$ cat config.mk
export PLATFORM = sky130hd
export DESIGN_NAME = cco_coproc_cond
export DESIGN_NICKNAME = d
export VERILOG_FILES = /design/src/inc/cco_pkg.sv /design/src/rtl/cco_coproc_cond.sv
export SDC_FILE = /design/constraint.sdc
export NUM_CORES = 1
export LEC_CHECK = 0
export CORE_MARGIN = 2
export CORE_UTILIZATION = 40
export CTS_CLUSTER_DIAMETER = 200
export DETAILED_ROUTE_END_ITERATION = 8
export DONT_BUFFER_PORTS = 1
export PLACE_DENSITY = 0.6
export SLEW_MARGIN = 20
export SYNTH_ARGS = -nofsm -noshare
export SYNTH_HDL_FRONTEND = slang
export SYNTH_SLANG_ARGS = --single-unit
$ cat constraint.sdc
create_clock -name clock -period 4.7 [get_ports clock]
set_input_delay 0.235 -clock clock [delete_from_list [all_inputs] [get_ports clock]]
set_output_delay 0.235 -clock clock [all_outputs]
set_load 0.01 [all_outputs]
$ cat src/inc/cco_pkg.sv
package cco_pkg;

  // Opcode word fields
  localparam int           OP_LINE_HI   = 15;
  localparam int           OP_LINE_LO   = 12;
  localparam int           OP_ID_HI     = 11;
  localparam int           OP_ID_LO     = 9;
  localparam int           OP_TYPE_HI   = 8;
  localparam int           OP_TYPE_LO   = 6;
  localparam int           OP_SUB_HI    = 8;
  localparam int           OP_SUB_LO    = 3;
  localparam int           OP_EA_HI     = 5;
  localparam int           OP_EA_LO     = 0;
  localparam int           OP_LOW_HI    = 2;
  localparam int           OP_LOW_LO    = 0;
  localparam logic [3:0]   LINE_COPROC  = 4'hf;
  localparam logic [2:0]   TYPE_SETBYTE = 3'h1;
  localparam logic [5:0]   SUB_DECBR    = 6'h09;
  localparam logic [5:0]   SUB_TRAP     = 6'h0f;
  localparam logic [2:0]   TRAP_ONE     = 3'h2;
  localparam logic [2:0]   TRAP_TWO     = 3'h3;
  localparam logic [2:0]   TRAP_ZERO    = 3'h4;

  // Effective address modes needing extension words
  localparam logic [2:0]   EA_DISP      = 3'h5;
  localparam logic [2:0]   EA_INDEX     = 3'h6;
  localparam logic [2:0]   EA_OTHER     = 3'h7;
  localparam logic [2:0]   EA_ABS_W     = 3'h0;
  localparam logic [2:0]   EA_ABS_L     = 3'h1;
  localparam int           EXT_FULL_BIT = 8;
  localparam int           EXT_BD_HI    = 5;
  localparam int           EXT_BD_LO    = 4;
  localparam int           EXT_OD_HI    = 1;
  localparam int           EXT_OD_LO    = 0;

  // Response primitive layout
  localparam int           RSP_AGAIN    = 15;
  localparam int           RSP_FUNC_HI  = 12;
  localparam int           RSP_FUNC_LO  = 8;
  localparam int           RSP_RESULT   = 0;
  localparam logic [4:0]   FUNC_NULL    = 5'h00;

  // Register map, byte addresses
  localparam logic [7:0]   REG_CTRL     = 8'h00;
  localparam logic [7:0]   REG_START    = 8'h04;
  localparam logic [7:0]   REG_CONFIG   = 8'h08;
  localparam logic [7:0]   REG_STATUS   = 8'h0c;
  localparam logic [7:0]   REG_EVENTS   = 8'h10;
  localparam logic [7:0]   REG_EVCLR    = 8'h14;
  localparam logic [7:0]   REG_EVEN     = 8'h18;
  localparam logic [7:0]   REG_NEXTPC   = 8'h1c;
  localparam logic [7:0]   REG_COUNT0   = 8'h20;
  localparam logic [2:0]   COUNT_MSB    = 3'h7;

  localparam int           EV_DONE      = 0;
  localparam int           EV_TRAP      = 1;
  localparam int           EV_PROTO     = 2;
  localparam int           EV_ILLEGAL   = 3;
  localparam int           EV_W         = 4;

  localparam logic [31:0]  START_RESET  = 32'h0000_0000;
  localparam logic [2:0]   CPEXT_RESET  = 3'h0;
  localparam logic [15:0]  COUNT_RESET  = 16'h0000;
  localparam logic [15:0]  COUNT_END    = 16'hffff;
  localparam logic [31:0]  WORD_STEP    = 32'h0000_0002;
  localparam logic [7:0]   BYTE_TRUE    = 8'hff;
  localparam logic [7:0]   BYTE_FALSE   = 8'h00;

  typedef enum logic [8:0] {
    ST_IDLE  = 9'h001,
    ST_FOPC  = 9'h002,
    ST_DEC   = 9'h004,
    ST_FSEL  = 9'h008,
    ST_WCOND = 9'h010,
    ST_RRESP = 9'h020,
    ST_SVC   = 9'h040,
    ST_SKIP  = 9'h080,
    ST_DONE  = 9'h100
  } cco_state_e;

  typedef enum logic [2:0] {
    K_SETBYTE = 3'h1,
    K_DECBR   = 3'h2,
    K_TRAP    = 3'h4
  } cco_kind_e;

  typedef struct packed {
    logic        we;
    logic        resp;
    logic [15:0] data;
  } cco_cir_req_s;

  typedef struct packed {
    logic [5:0]  mode;
    logic [15:0] ext;
    logic [7:0]  value;
  } cco_flag_wr_s;

endpackage

$ cat src/rtl/cco_coproc_cond.sv
// What this block does
// - F-line opcode, coprocessor id in 11..9
// - Type 001 in 8..6 selects set-byte
// - Low six bits give flag byte address mode
// - Selector word written whole to condition register
// - Coprocessor extension words counted and skipped
// - Up to five address extension words consumed
// - Read response register, serve until result
// - Non-null without come-again is protocol violation
// - False clears flag byte, true sets it
// - Sub-op 001001 is decrement-branch, 2..0 counter
// - Displacement word sign-extended to 32 bits
// - False decrements counter, branch unless minus one
// - Target is displacement word address plus offset
// - Sub-op 001111 is trap, 2..0 opmode
// - Opmode 010 one, 011 two, 100 zero words
// - Trap operand words skipped, not used
// - True traps, false continues
`timescale 1ns/10ps
`default_nettype none

module cco_coproc_cond
  import cco_pkg::*;
(
  input  wire logic         clock,
  input  wire logic         rst,
  input  wire logic         wb_cyc_i,
  input  wire logic         wb_stb_i,
  input  wire logic         wb_we_i,
  input  wire logic [7:0]   wb_adr_i,
  input  wire logic [3:0]   wb_sel_i,
  input  wire logic [31:0]  wb_dat_i,
  output logic      [31:0]  wb_dat_o,
  output logic              wb_ack_o,
  output logic              irq,
  output logic              fetchReq,
  output logic      [31:0]  fetchAddr,
  input  wire logic         fetchAck,
  input  wire logic [15:0]  fetchData,
  output logic              cirReqValid,
  output cco_cir_req_s      cirReq,
  output logic      [2:0]   coprocIdentifier,
  input  wire logic         cirAck,
  input  wire logic [15:0]  cirRdata,
  output logic              serviceReq,
  output logic      [15:0]  servicePrim,
  input  wire logic         serviceDone,
  output logic              flagWrite,
  output cco_flag_wr_s      flagWr,
  output logic              trapStart,
  output logic              protoViolation,
  output logic              illegalInsn
);

  cco_state_e   state_q;
  cco_kind_e    kind_q;
  logic [15:0]  opWord_q;
  logic [31:0]  scanPtr_q;
  logic [31:0]  dispAddr_q;
  logic [15:0]  disp_q;
  logic [3:0]   remain_q;
  logic [3:0]   eaCnt_q;
  logic         result_q;
  logic [31:0]  startPc_q;
  logic [31:0]  nextPc_q;
  logic [2:0]   cpExt_q;
  logic [15:0]  count_q [8];
  logic [EV_W-1:0] events_q;
  logic [EV_W-1:0] evEnable_q;
  logic [EV_W-1:0] evSet;
  logic         busAccess;
  logic         busWrite;
  logic         startCmd;
  logic         countWrite;
  logic [15:0]  countNew;
  logic [2:0]   countSel;

  assign busAccess = wb_cyc_i && wb_stb_i && !wb_ack_o;
  assign busWrite  = busAccess && wb_we_i;
  assign startCmd  = busWrite && wb_adr_i == REG_CTRL && wb_sel_i[0]
                     && wb_dat_i[0] && state_q == ST_IDLE;

  function automatic logic [31:0] mergeBytes(input logic [31:0] oldV,
                                             input logic [31:0] newV,
                                             input logic [3:0]  sel);
    logic [31:0] r;
    r = oldV;
    for (int i = 0; i < 4; i++) begin
      if (sel[i]) begin
        r[i*8 +: 8] = newV[i*8 +: 8];
      end
    end
    return r;
  endfunction

  // Extension words of an alterable address mode, brief forms only;
  // the full index format adds words once its first word is seen
  function automatic logic [3:0] eaWords(input logic [5:0] ea);
    logic [3:0] n;
    n = 4'h0;
    if (ea[5:3] == EA_DISP || ea[5:3] == EA_INDEX) begin
      n = 4'h1;
    end else if (ea[5:3] == EA_OTHER && ea[2:0] == EA_ABS_W) begin
      n = 4'h1;
    end else if (ea[5:3] == EA_OTHER && ea[2:0] == EA_ABS_L) begin
      n = 4'h2;
    end
    return n;
  endfunction

  function automatic logic [3:0] sizeWords(input logic [1:0] sz);
    return (sz[1]) ? {3'h0, sz[0]} + 4'h1 : 4'h0;
  endfunction

  // Wishbone slave: one wait state, ack for exactly one cycle
  always_ff @(posedge clock) begin
    if (rst) begin
      wb_ack_o <= 1'b0;
      wb_dat_o <= 32'h0000_0000;
    end else begin
      wb_ack_o <= busAccess;
      wb_dat_o <= 32'h0000_0000;
      if (busAccess && !wb_we_i) begin
        if (wb_adr_i[7:5] == REG_COUNT0[7:5] && wb_adr_i[1:0] == 2'h0) begin
          wb_dat_o <= {16'h0000, count_q[wb_adr_i[4:2]]};
        end else begin
          unique case (wb_adr_i)
            REG_START:  wb_dat_o <= startPc_q;
            REG_CONFIG: wb_dat_o <= {29'h0, cpExt_q};
            REG_STATUS: wb_dat_o <= {15'h0, result_q, 4'h0, kind_q,
                                     state_q};
            REG_EVENTS: wb_dat_o <= {{(32-EV_W){1'b0}}, events_q};
            REG_EVEN:   wb_dat_o <= {{(32-EV_W){1'b0}}, evEnable_q};
            REG_NEXTPC: wb_dat_o <= nextPc_q;
            default:    wb_dat_o <= 32'h0000_0000;
          endcase
        end
      end
    end
  end

  // Software configuration
  always_ff @(posedge clock) begin
    if (rst) begin
      startPc_q  <= START_RESET;
      cpExt_q    <= CPEXT_RESET;
      evEnable_q <= '0;
    end else if (busWrite) begin
      if (wb_adr_i == REG_START) begin
        startPc_q <= mergeBytes(startPc_q, wb_dat_i, wb_sel_i);
      end
      if (wb_adr_i == REG_CONFIG && wb_sel_i[0]) begin
        cpExt_q <= wb_dat_i[2:0];
      end
      if (wb_adr_i == REG_EVEN && wb_sel_i[0]) begin
        evEnable_q <= wb_dat_i[EV_W-1:0];
      end
    end
  end

  // Loop counters; the sequencer wins over a software write that
  // lands in the same cycle, since it finishes the instruction
  generate
    for (genvar g = 0; g < 8; g++) begin : gCount
      always_ff @(posedge clock) begin
        if (rst) begin
          count_q[g] <= COUNT_RESET;
        end else if (countWrite && countSel == 3'(g)) begin
          count_q[g] <= countNew;
        end else if (busWrite && wb_adr_i == REG_COUNT0 + 8'(g * 4)) begin
          count_q[g] <= 16'(mergeBytes({16'h0000, count_q[g]}, wb_dat_i,
                                       wb_sel_i));
        end
      end
    end
  endgenerate

  // Events: set beats a clear in the same cycle
  always_ff @(posedge clock) begin
    if (rst) begin
      events_q <= '0;
      irq      <= 1'b0;
    end else begin
      if (busWrite && wb_adr_i == REG_EVCLR && wb_sel_i[0]) begin
        events_q <= (events_q & ~wb_dat_i[EV_W-1:0]) | evSet;
      end else begin
        events_q <= events_q | evSet;
      end
      irq <= |(events_q & evEnable_q);
    end
  end

  assign evSet = {illegalInsn, protoViolation, trapStart,
                  state_q == ST_DONE};

  logic [15:0] cnt;
  logic        decDone;
  assign countSel   = opWord_q[OP_LOW_HI:OP_LOW_LO];
  assign cnt        = count_q[countSel] - 16'h0001;
  assign decDone    = cnt == COUNT_END;
  assign countWrite = state_q == ST_DONE && kind_q == K_DECBR && !result_q;
  assign countNew   = cnt;

  logic [15:0] rsp;
  logic        rspNull;
  assign rsp     = cirRdata;
  assign rspNull = rsp[RSP_FUNC_HI:RSP_FUNC_LO] == FUNC_NULL;

  // Words still to skip; a full-format index word announces its own
  logic [3:0]  skipLeft;
  assign skipLeft = remain_q - 4'h1 + ((kind_q == K_SETBYTE
    && remain_q == eaCnt_q && flagWr.mode[5:3] == EA_INDEX
    && fetchData[EXT_FULL_BIT]) ? sizeWords(fetchData[EXT_BD_HI:EXT_BD_LO])
    + sizeWords(fetchData[EXT_OD_HI:EXT_OD_LO]) : 4'h0);

  // Instruction sequencer
  always_ff @(posedge clock) begin
    if (rst) begin
      state_q          <= ST_IDLE;
      kind_q           <= K_SETBYTE;
      opWord_q         <= 16'h0000;
      scanPtr_q        <= START_RESET;
      dispAddr_q       <= START_RESET;
      disp_q           <= 16'h0000;
      remain_q         <= 4'h0;
      eaCnt_q          <= 4'h0;
      result_q         <= 1'b0;
      nextPc_q         <= START_RESET;
      fetchReq         <= 1'b0;
      fetchAddr        <= START_RESET;
      cirReqValid      <= 1'b0;
      cirReq           <= '0;
      coprocIdentifier <= 3'h0;
      serviceReq       <= 1'b0;
      servicePrim      <= 16'h0000;
      flagWrite        <= 1'b0;
      flagWr           <= '0;
      trapStart        <= 1'b0;
      protoViolation   <= 1'b0;
      illegalInsn      <= 1'b0;
    end else begin
      flagWrite      <= 1'b0;
      trapStart      <= 1'b0;
      protoViolation <= 1'b0;
      illegalInsn    <= 1'b0;
      fetchAddr      <= scanPtr_q;
      unique case (state_q)
        ST_IDLE: begin
          if (startCmd) begin
            scanPtr_q <= startPc_q;
            fetchAddr <= startPc_q;
            fetchReq  <= 1'b1;
            state_q   <= ST_FOPC;
          end
        end
        ST_FOPC: begin
          if (fetchAck) begin
            fetchReq  <= 1'b0;
            opWord_q  <= fetchData;
            scanPtr_q <= scanPtr_q + WORD_STEP;
            state_q   <= ST_DEC;
          end
        end
        ST_DEC: begin
          coprocIdentifier <= opWord_q[OP_ID_HI:OP_ID_LO];
          fetchReq         <= 1'b1;
          state_q          <= ST_FSEL;
          if (opWord_q[OP_LINE_HI:OP_LINE_LO] != LINE_COPROC) begin
            fetchReq    <= 1'b0;
            illegalInsn <= 1'b1;
            state_q     <= ST_IDLE;
          end else if (opWord_q[OP_SUB_HI:OP_SUB_LO] == SUB_DECBR) begin
            kind_q   <= K_DECBR;
            remain_q <= {1'b0, cpExt_q} + 4'h1;
          end else if (opWord_q[OP_SUB_HI:OP_SUB_LO] == SUB_TRAP) begin
            kind_q <= K_TRAP;
            unique case (opWord_q[OP_LOW_HI:OP_LOW_LO])
              TRAP_ONE:  remain_q <= {1'b0, cpExt_q} + 4'h1;
              TRAP_TWO:  remain_q <= {1'b0, cpExt_q} + 4'h2;
              TRAP_ZERO: remain_q <= {1'b0, cpExt_q};
              default: begin
                fetchReq    <= 1'b0;
                illegalInsn <= 1'b1;
                state_q     <= ST_IDLE;
              end
            endcase
          end else if (opWord_q[OP_TYPE_HI:OP_TYPE_LO] == TYPE_SETBYTE) begin
            kind_q      <= K_SETBYTE;
            flagWr.mode <= opWord_q[OP_EA_HI:OP_EA_LO];
            flagWr.ext  <= 16'h0000;
            eaCnt_q     <= eaWords(opWord_q[OP_EA_HI:OP_EA_LO]);
            remain_q    <= {1'b0, cpExt_q}
                           + eaWords(opWord_q[OP_EA_HI:OP_EA_LO]);
          end else begin
            fetchReq    <= 1'b0;
            illegalInsn <= 1'b1;
            state_q     <= ST_IDLE;
          end
        end
        ST_FSEL: begin
          if (fetchAck) begin
            fetchReq     <= 1'b0;
            scanPtr_q    <= scanPtr_q + WORD_STEP;
            cirReqValid  <= 1'b1;
            cirReq.we    <= 1'b1;
            cirReq.resp  <= 1'b0;
            cirReq.data  <= fetchData;
            state_q      <= ST_WCOND;
          end
        end
        ST_WCOND: begin
          if (cirAck) begin
            cirReq.we   <= 1'b0;
            cirReq.resp <= 1'b1;
            cirReq.data <= 16'h0000;
            state_q     <= ST_RRESP;
          end
        end
        ST_RRESP: begin
          if (cirAck) begin
            cirReqValid <= 1'b0;
            if (rspNull && !rsp[RSP_AGAIN]) begin
              result_q <= rsp[RSP_RESULT];
              fetchReq <= remain_q != 4'h0;
              state_q  <= (remain_q != 4'h0) ? ST_SKIP : ST_DONE;
            end else if (rspNull) begin
              cirReqValid <= 1'b1;
            end else if (!rsp[RSP_AGAIN]) begin
              protoViolation <= 1'b1;
              state_q        <= ST_IDLE;
            end else begin
              serviceReq  <= 1'b1;
              servicePrim <= rsp;
              state_q     <= ST_SVC;
            end
          end
        end
        ST_SVC: begin
          if (serviceDone) begin
            serviceReq  <= 1'b0;
            cirReqValid <= 1'b1;
            state_q     <= ST_RRESP;
          end
        end
        ST_SKIP: begin
          if (fetchAck) begin
            scanPtr_q <= scanPtr_q + WORD_STEP;
            fetchAddr <= scanPtr_q + WORD_STEP;
            remain_q  <= skipLeft;
            if (kind_q == K_SETBYTE && remain_q == eaCnt_q) begin
              flagWr.ext <= fetchData;
              eaCnt_q    <= 4'h0;
            end
            if (kind_q == K_DECBR && remain_q == 4'h1) begin
              disp_q     <= fetchData;
              dispAddr_q <= scanPtr_q;
            end
            if (skipLeft == 4'h0) begin
              fetchReq <= 1'b0;
              state_q  <= ST_DONE;
            end
          end
        end
        ST_DONE: begin
          state_q  <= ST_IDLE;
          nextPc_q <= scanPtr_q;
          unique case (kind_q)
            K_SETBYTE: begin
              flagWrite    <= 1'b1;
              flagWr.value <= result_q ? BYTE_TRUE : BYTE_FALSE;
            end
            K_DECBR: begin
              if (!result_q && !decDone) begin
                nextPc_q <= dispAddr_q
                            + {{16{disp_q[15]}}, disp_q};
              end
            end
            K_TRAP: begin
              trapStart <= result_q;
            end
          endcase
        end
      endcase
    end
  end

endmodule

`default_nettype wire

==> impl_metrics.tcl <==
set metrics [dict create \
    grt_pass1_wl_um 128400 \
    slew_headroom 0.2423 \
    antenna_found_initial 7 \
    ant_nets 0 \
    cp-start-kind "flop" \
    clkSinkCount 454 \
    nets 2803 \
    multi_input_area_um2 12500 \
    worst_ep_arrival_time_ns 4.84 \
    hp-class "in2reg" \
    ys_seq_area_frac 0.4369 \
    fp.dieW_um 247.6 \
    root_buffer "clkbuf_16" \
    worstHoldPathCells 3 \
    max-cap-violations 0 \
    critical_path.slowest_cell "mux4_2" \
    drive_above_1_share 0.09027 \
    wl_um 86850 \
    pwr-share-comb 0.078 \
    slowest_delay_ns 0.54 \
    synth_area_um2 23740 \
    min_period_ns 4.390 \
    ys.flop_type "dfxtp_1" \
    regArea_um2 10370 \
    worst_pin_slew_ns 1.135 \
    insertion_delay_ns 0.63 \
    rsz0062_at_grt "false" \
    yosys.area_share.simple 0.1919 \
    cpMostUsedCell "mux2i_1" \
    synth_common_cells "nand2_1 (439), dfxtp_1 (326), a21oi_1 (268)" \
    p_sw_frac 0.2501 \
    finalCritPeriodShare 0.9340 \
    drc 0 \
    cts_buffer_depth 3 \
    path_class "reg2reg" \
    ir_worst_vdd_mv 0.2518 \
    required_ns 5.15 \
    finalSetupViolations 0 \
    fin_tns_setup_ns 0 \
    fp.coreArea_um2 58800 \
    synthDistinctLibCells 77 \
    power.total_mw 9.128 \
    p_switching_mw 2.283 \
    die-height_um 247.6 \
    end_kind "flop" \
    synth_adder_area_share 0.02604 \
    drt_iter0_drc 2266 \
    clkTransAtPathRegs_ns 0.06 \
    numCtsBuffers 51 \
    synth_async_sr_flop_share 0 \
    synth_nets 2764 \
    final_util 0.4673 \
    seq_power_share 0.457 \
    placed_cell_area_um2 24310 \
    rows 89 \
    path_cells "mux4_2 -> mux2i_1 -> ha_1 -> inv_1 -> a41oi_1 -> nand3_1 -> o31a_1 -> nor4_2 -> nand4_4 -> nand2_4 -> mux2i_1 -> a211oi_1" \
    hp-start "wb_adr_i[3]" \
    grt.total_usage 0.2765 \
    wire_per_inst_um 24.86 \
    fin_skew_ns 0.02355 \
    start_util 0.4037 \
    maxSlewViolCount 0 \
    yosysWarningCount 0 \
    synth.top_cell.area_share 0.2750 \
    ys_top_cells_by_area "dfxtp_1 (27%), edfxtp_1 (16%), nand2_1 (6.9%)" \
    min_to "wb_dat_o[7]$_SDFF_PP0_" \
    grt_overflow_total 0 \
    synth_compound_area_frac 0.1907 \
    num_vias 21640 \
    place.gp.congestion 0.9406 \
    final_cell_area_um2 27480 \
    synth-seq-cells 454 \
    hpwl_um 58800 \
    synthXorXnorAreaFrac 0.02103 \
    grt_max_degree 259 \
    synth_edf_count 128 \
    area_growth_pct 15.77 \
    synthCells 2633 \
    syn_avg_cell_area_um2 9.015 \
    worst-path-max-fanout 15 \
    cts_tree "built" \
    clkPwrFrac 0.465 \
    htree_levels 2 \
    io_buffers 0 \
    worst-r2r-cell-count 12 \
    reg2reg_slack_ns 0.31 \
    drt_first_pass_iters 6 \
    die_area_um2 61300 \
    synth.most_common_cell "nand2_1" \
    outcome "finished clean" \
    io_pins 224 \
    leakage_nw 9.772 \
    p_per_area_nw_per_um2 332.2 \
    p_int_mw 6.845 \
    viasPerCell 6.193 \
    r2r_end "nextPc_q[18]$_SDFFE_PP0N_" \
    synth_mux_area_frac 0.09241 \
    grt_pass1_vias 20700 \
    synth_largest_area_cell "dfxtp_1" \
    synth_top_family_by_area "simple AND/OR/NAND/NOR gates" \
    n_fill_cell 5574 \
    fmax_ghz 0.2278 \
    finalHoldViolCount 0 \
]
## registers in the layout, summed over array words and instances, names as in the netlist, 16 cells and up, named ones only
| signal | count |
|---|---|
| cirReq | 18 |
| count_q | 128 |
| dispAddr_q | 32 |
| disp_q | 16 |
| fetchAddr | 32 |
| flagWr | 23 |
| nextPc_q | 32 |
| opWord_q | 16 |
| scanPtr_q | 32 |
| servicePrim | 16 |
| startPc_q | 32 |
| wb_dat_o | 32 |
## power by group through the flow
stage / Sequential, mW / Combinational [mW] / Clock, mW
after CTS: 4.17 / 0.694 / 4.28
after detailed placement: 4.25 / 0.561 / 0
after global placement: 4.25 / 0.549 / 0
after global routing: 4.18 / 0.752 / 4.43
final: 4.17 / 0.710 / 4.25
after floorplan: 4.21 / 0.467 / 0
## layout make-up
type,count,share of cell area
flip-flops and latches,454,0.3775
clock inverters,29,0.01393
clock buffers,66,0.04959
multi-input cells,1947,0.4548
diodes,7,0.0006375
repair buffers,187,0.06411
inverters,31,0.004235
well taps,773,0.03520
## metrics by stage
step	setup slack (ns)	hold WS (ns)	instances
final	0.3102	0.01136	3494
after floorplan	0.9670	0.3112	2633
after CTS	0.1572	0.001810	3486
after global routing	0.04283	0.02160	3492
after detailed placement	0.1878	0.3154	3255
after global placement	0.3745	0.3161	3255
## worst max-delay path: cells and delay by family, from the launching register on
| kind | cells | cell delay [ns] |
|---|---|---|
| compound gates | 3 | 0.86 |
| fa+ha+maj | 1 | 0.27 |
| mux | 3 | 1.12 |
| flops | 1 | 0.48 |
| simple gates | 4 | 1.37 |
| buf+inv | 1 | 0.10 |
## cells by family after synthesis
| group | count (synthesis) |
|---|---|
| compound gates | 691 |
| xor+xnor | 57 |
| fa+ha+maj | 47 |
| buf+inv | 233 |
| flops | 454 |
| mux | 142 |
| simple gates | 1009 |
## placed cells by master, fill, tap and decap left out, types with 8 or more instances in the layout
cell	count
a211oi_1	41
a21o_1	17
a21oi_1	268
a222oi_1	10
a22o_1	112
a22oi_1	50
a31oi_1	13
and2_1	21
and3_1	36
buf_4	51
bufinv_16	8
clkbuf_1	12
clkbuf_16	51
dfxtp_1	324
dlygate4sd3_1	135
edfxtp_1	128
ha_1	43
inv_1	30
mux2i_1	74
mux4_2	61
nand2_1	439
nand2b_1	8
nand3_1	126
nand3b_1	10
nand4_1	15
nor2_1	211
nor2_2	11
nor2b_1	14
nor3_1	45
nor3b_1	11
nor4_1	12
o21ai_0	82
o22ai_1	17
or3_1	16
xnor2_1	39
xor2_1	18
## how the worst max path moves through the flow
stage | startpoint | to | slack (ns)
floorplan | flop | nextPc_q[28]$_SDFFE_PP0N_ | 0.97
global placement | flop | nextPc_q[28]$_SDFFE_PP0N_ | 0.37
detailed placement | flop | nextPc_q[22]$_SDFFE_PP0N_ | 0.19
CTS | flop | nextPc_q[22]$_SDFFE_PP0N_ | 0.16
global route | flop | nextPc_q[7]$_SDFFE_PP0N_ | 0.04
finish | flop | nextPc_q[18]$_SDFFE_PP0N_ | 0.31
## layer usage
layer,vias to the layer above,global-route usage,part of all wire
li1,9735,-,-
met1,10480,0.3613,0.40
met2,1198,0.4430,0.46
met3,223,0.05666,0.093
met4,2,0.1208,0.040
met5,-,0,0.00015
## what timing repair did
action | 4_1_cts | 5_1_grt
gates resized for setup | 0 | 1
hold buffers | 136 | 0
setup endpoints to repair | 0 | 24
buffers inserted | 0 | 0
hold endpoints to repair | 420 | 0
No activity file was read; power rests on OpenSTA's default activity.
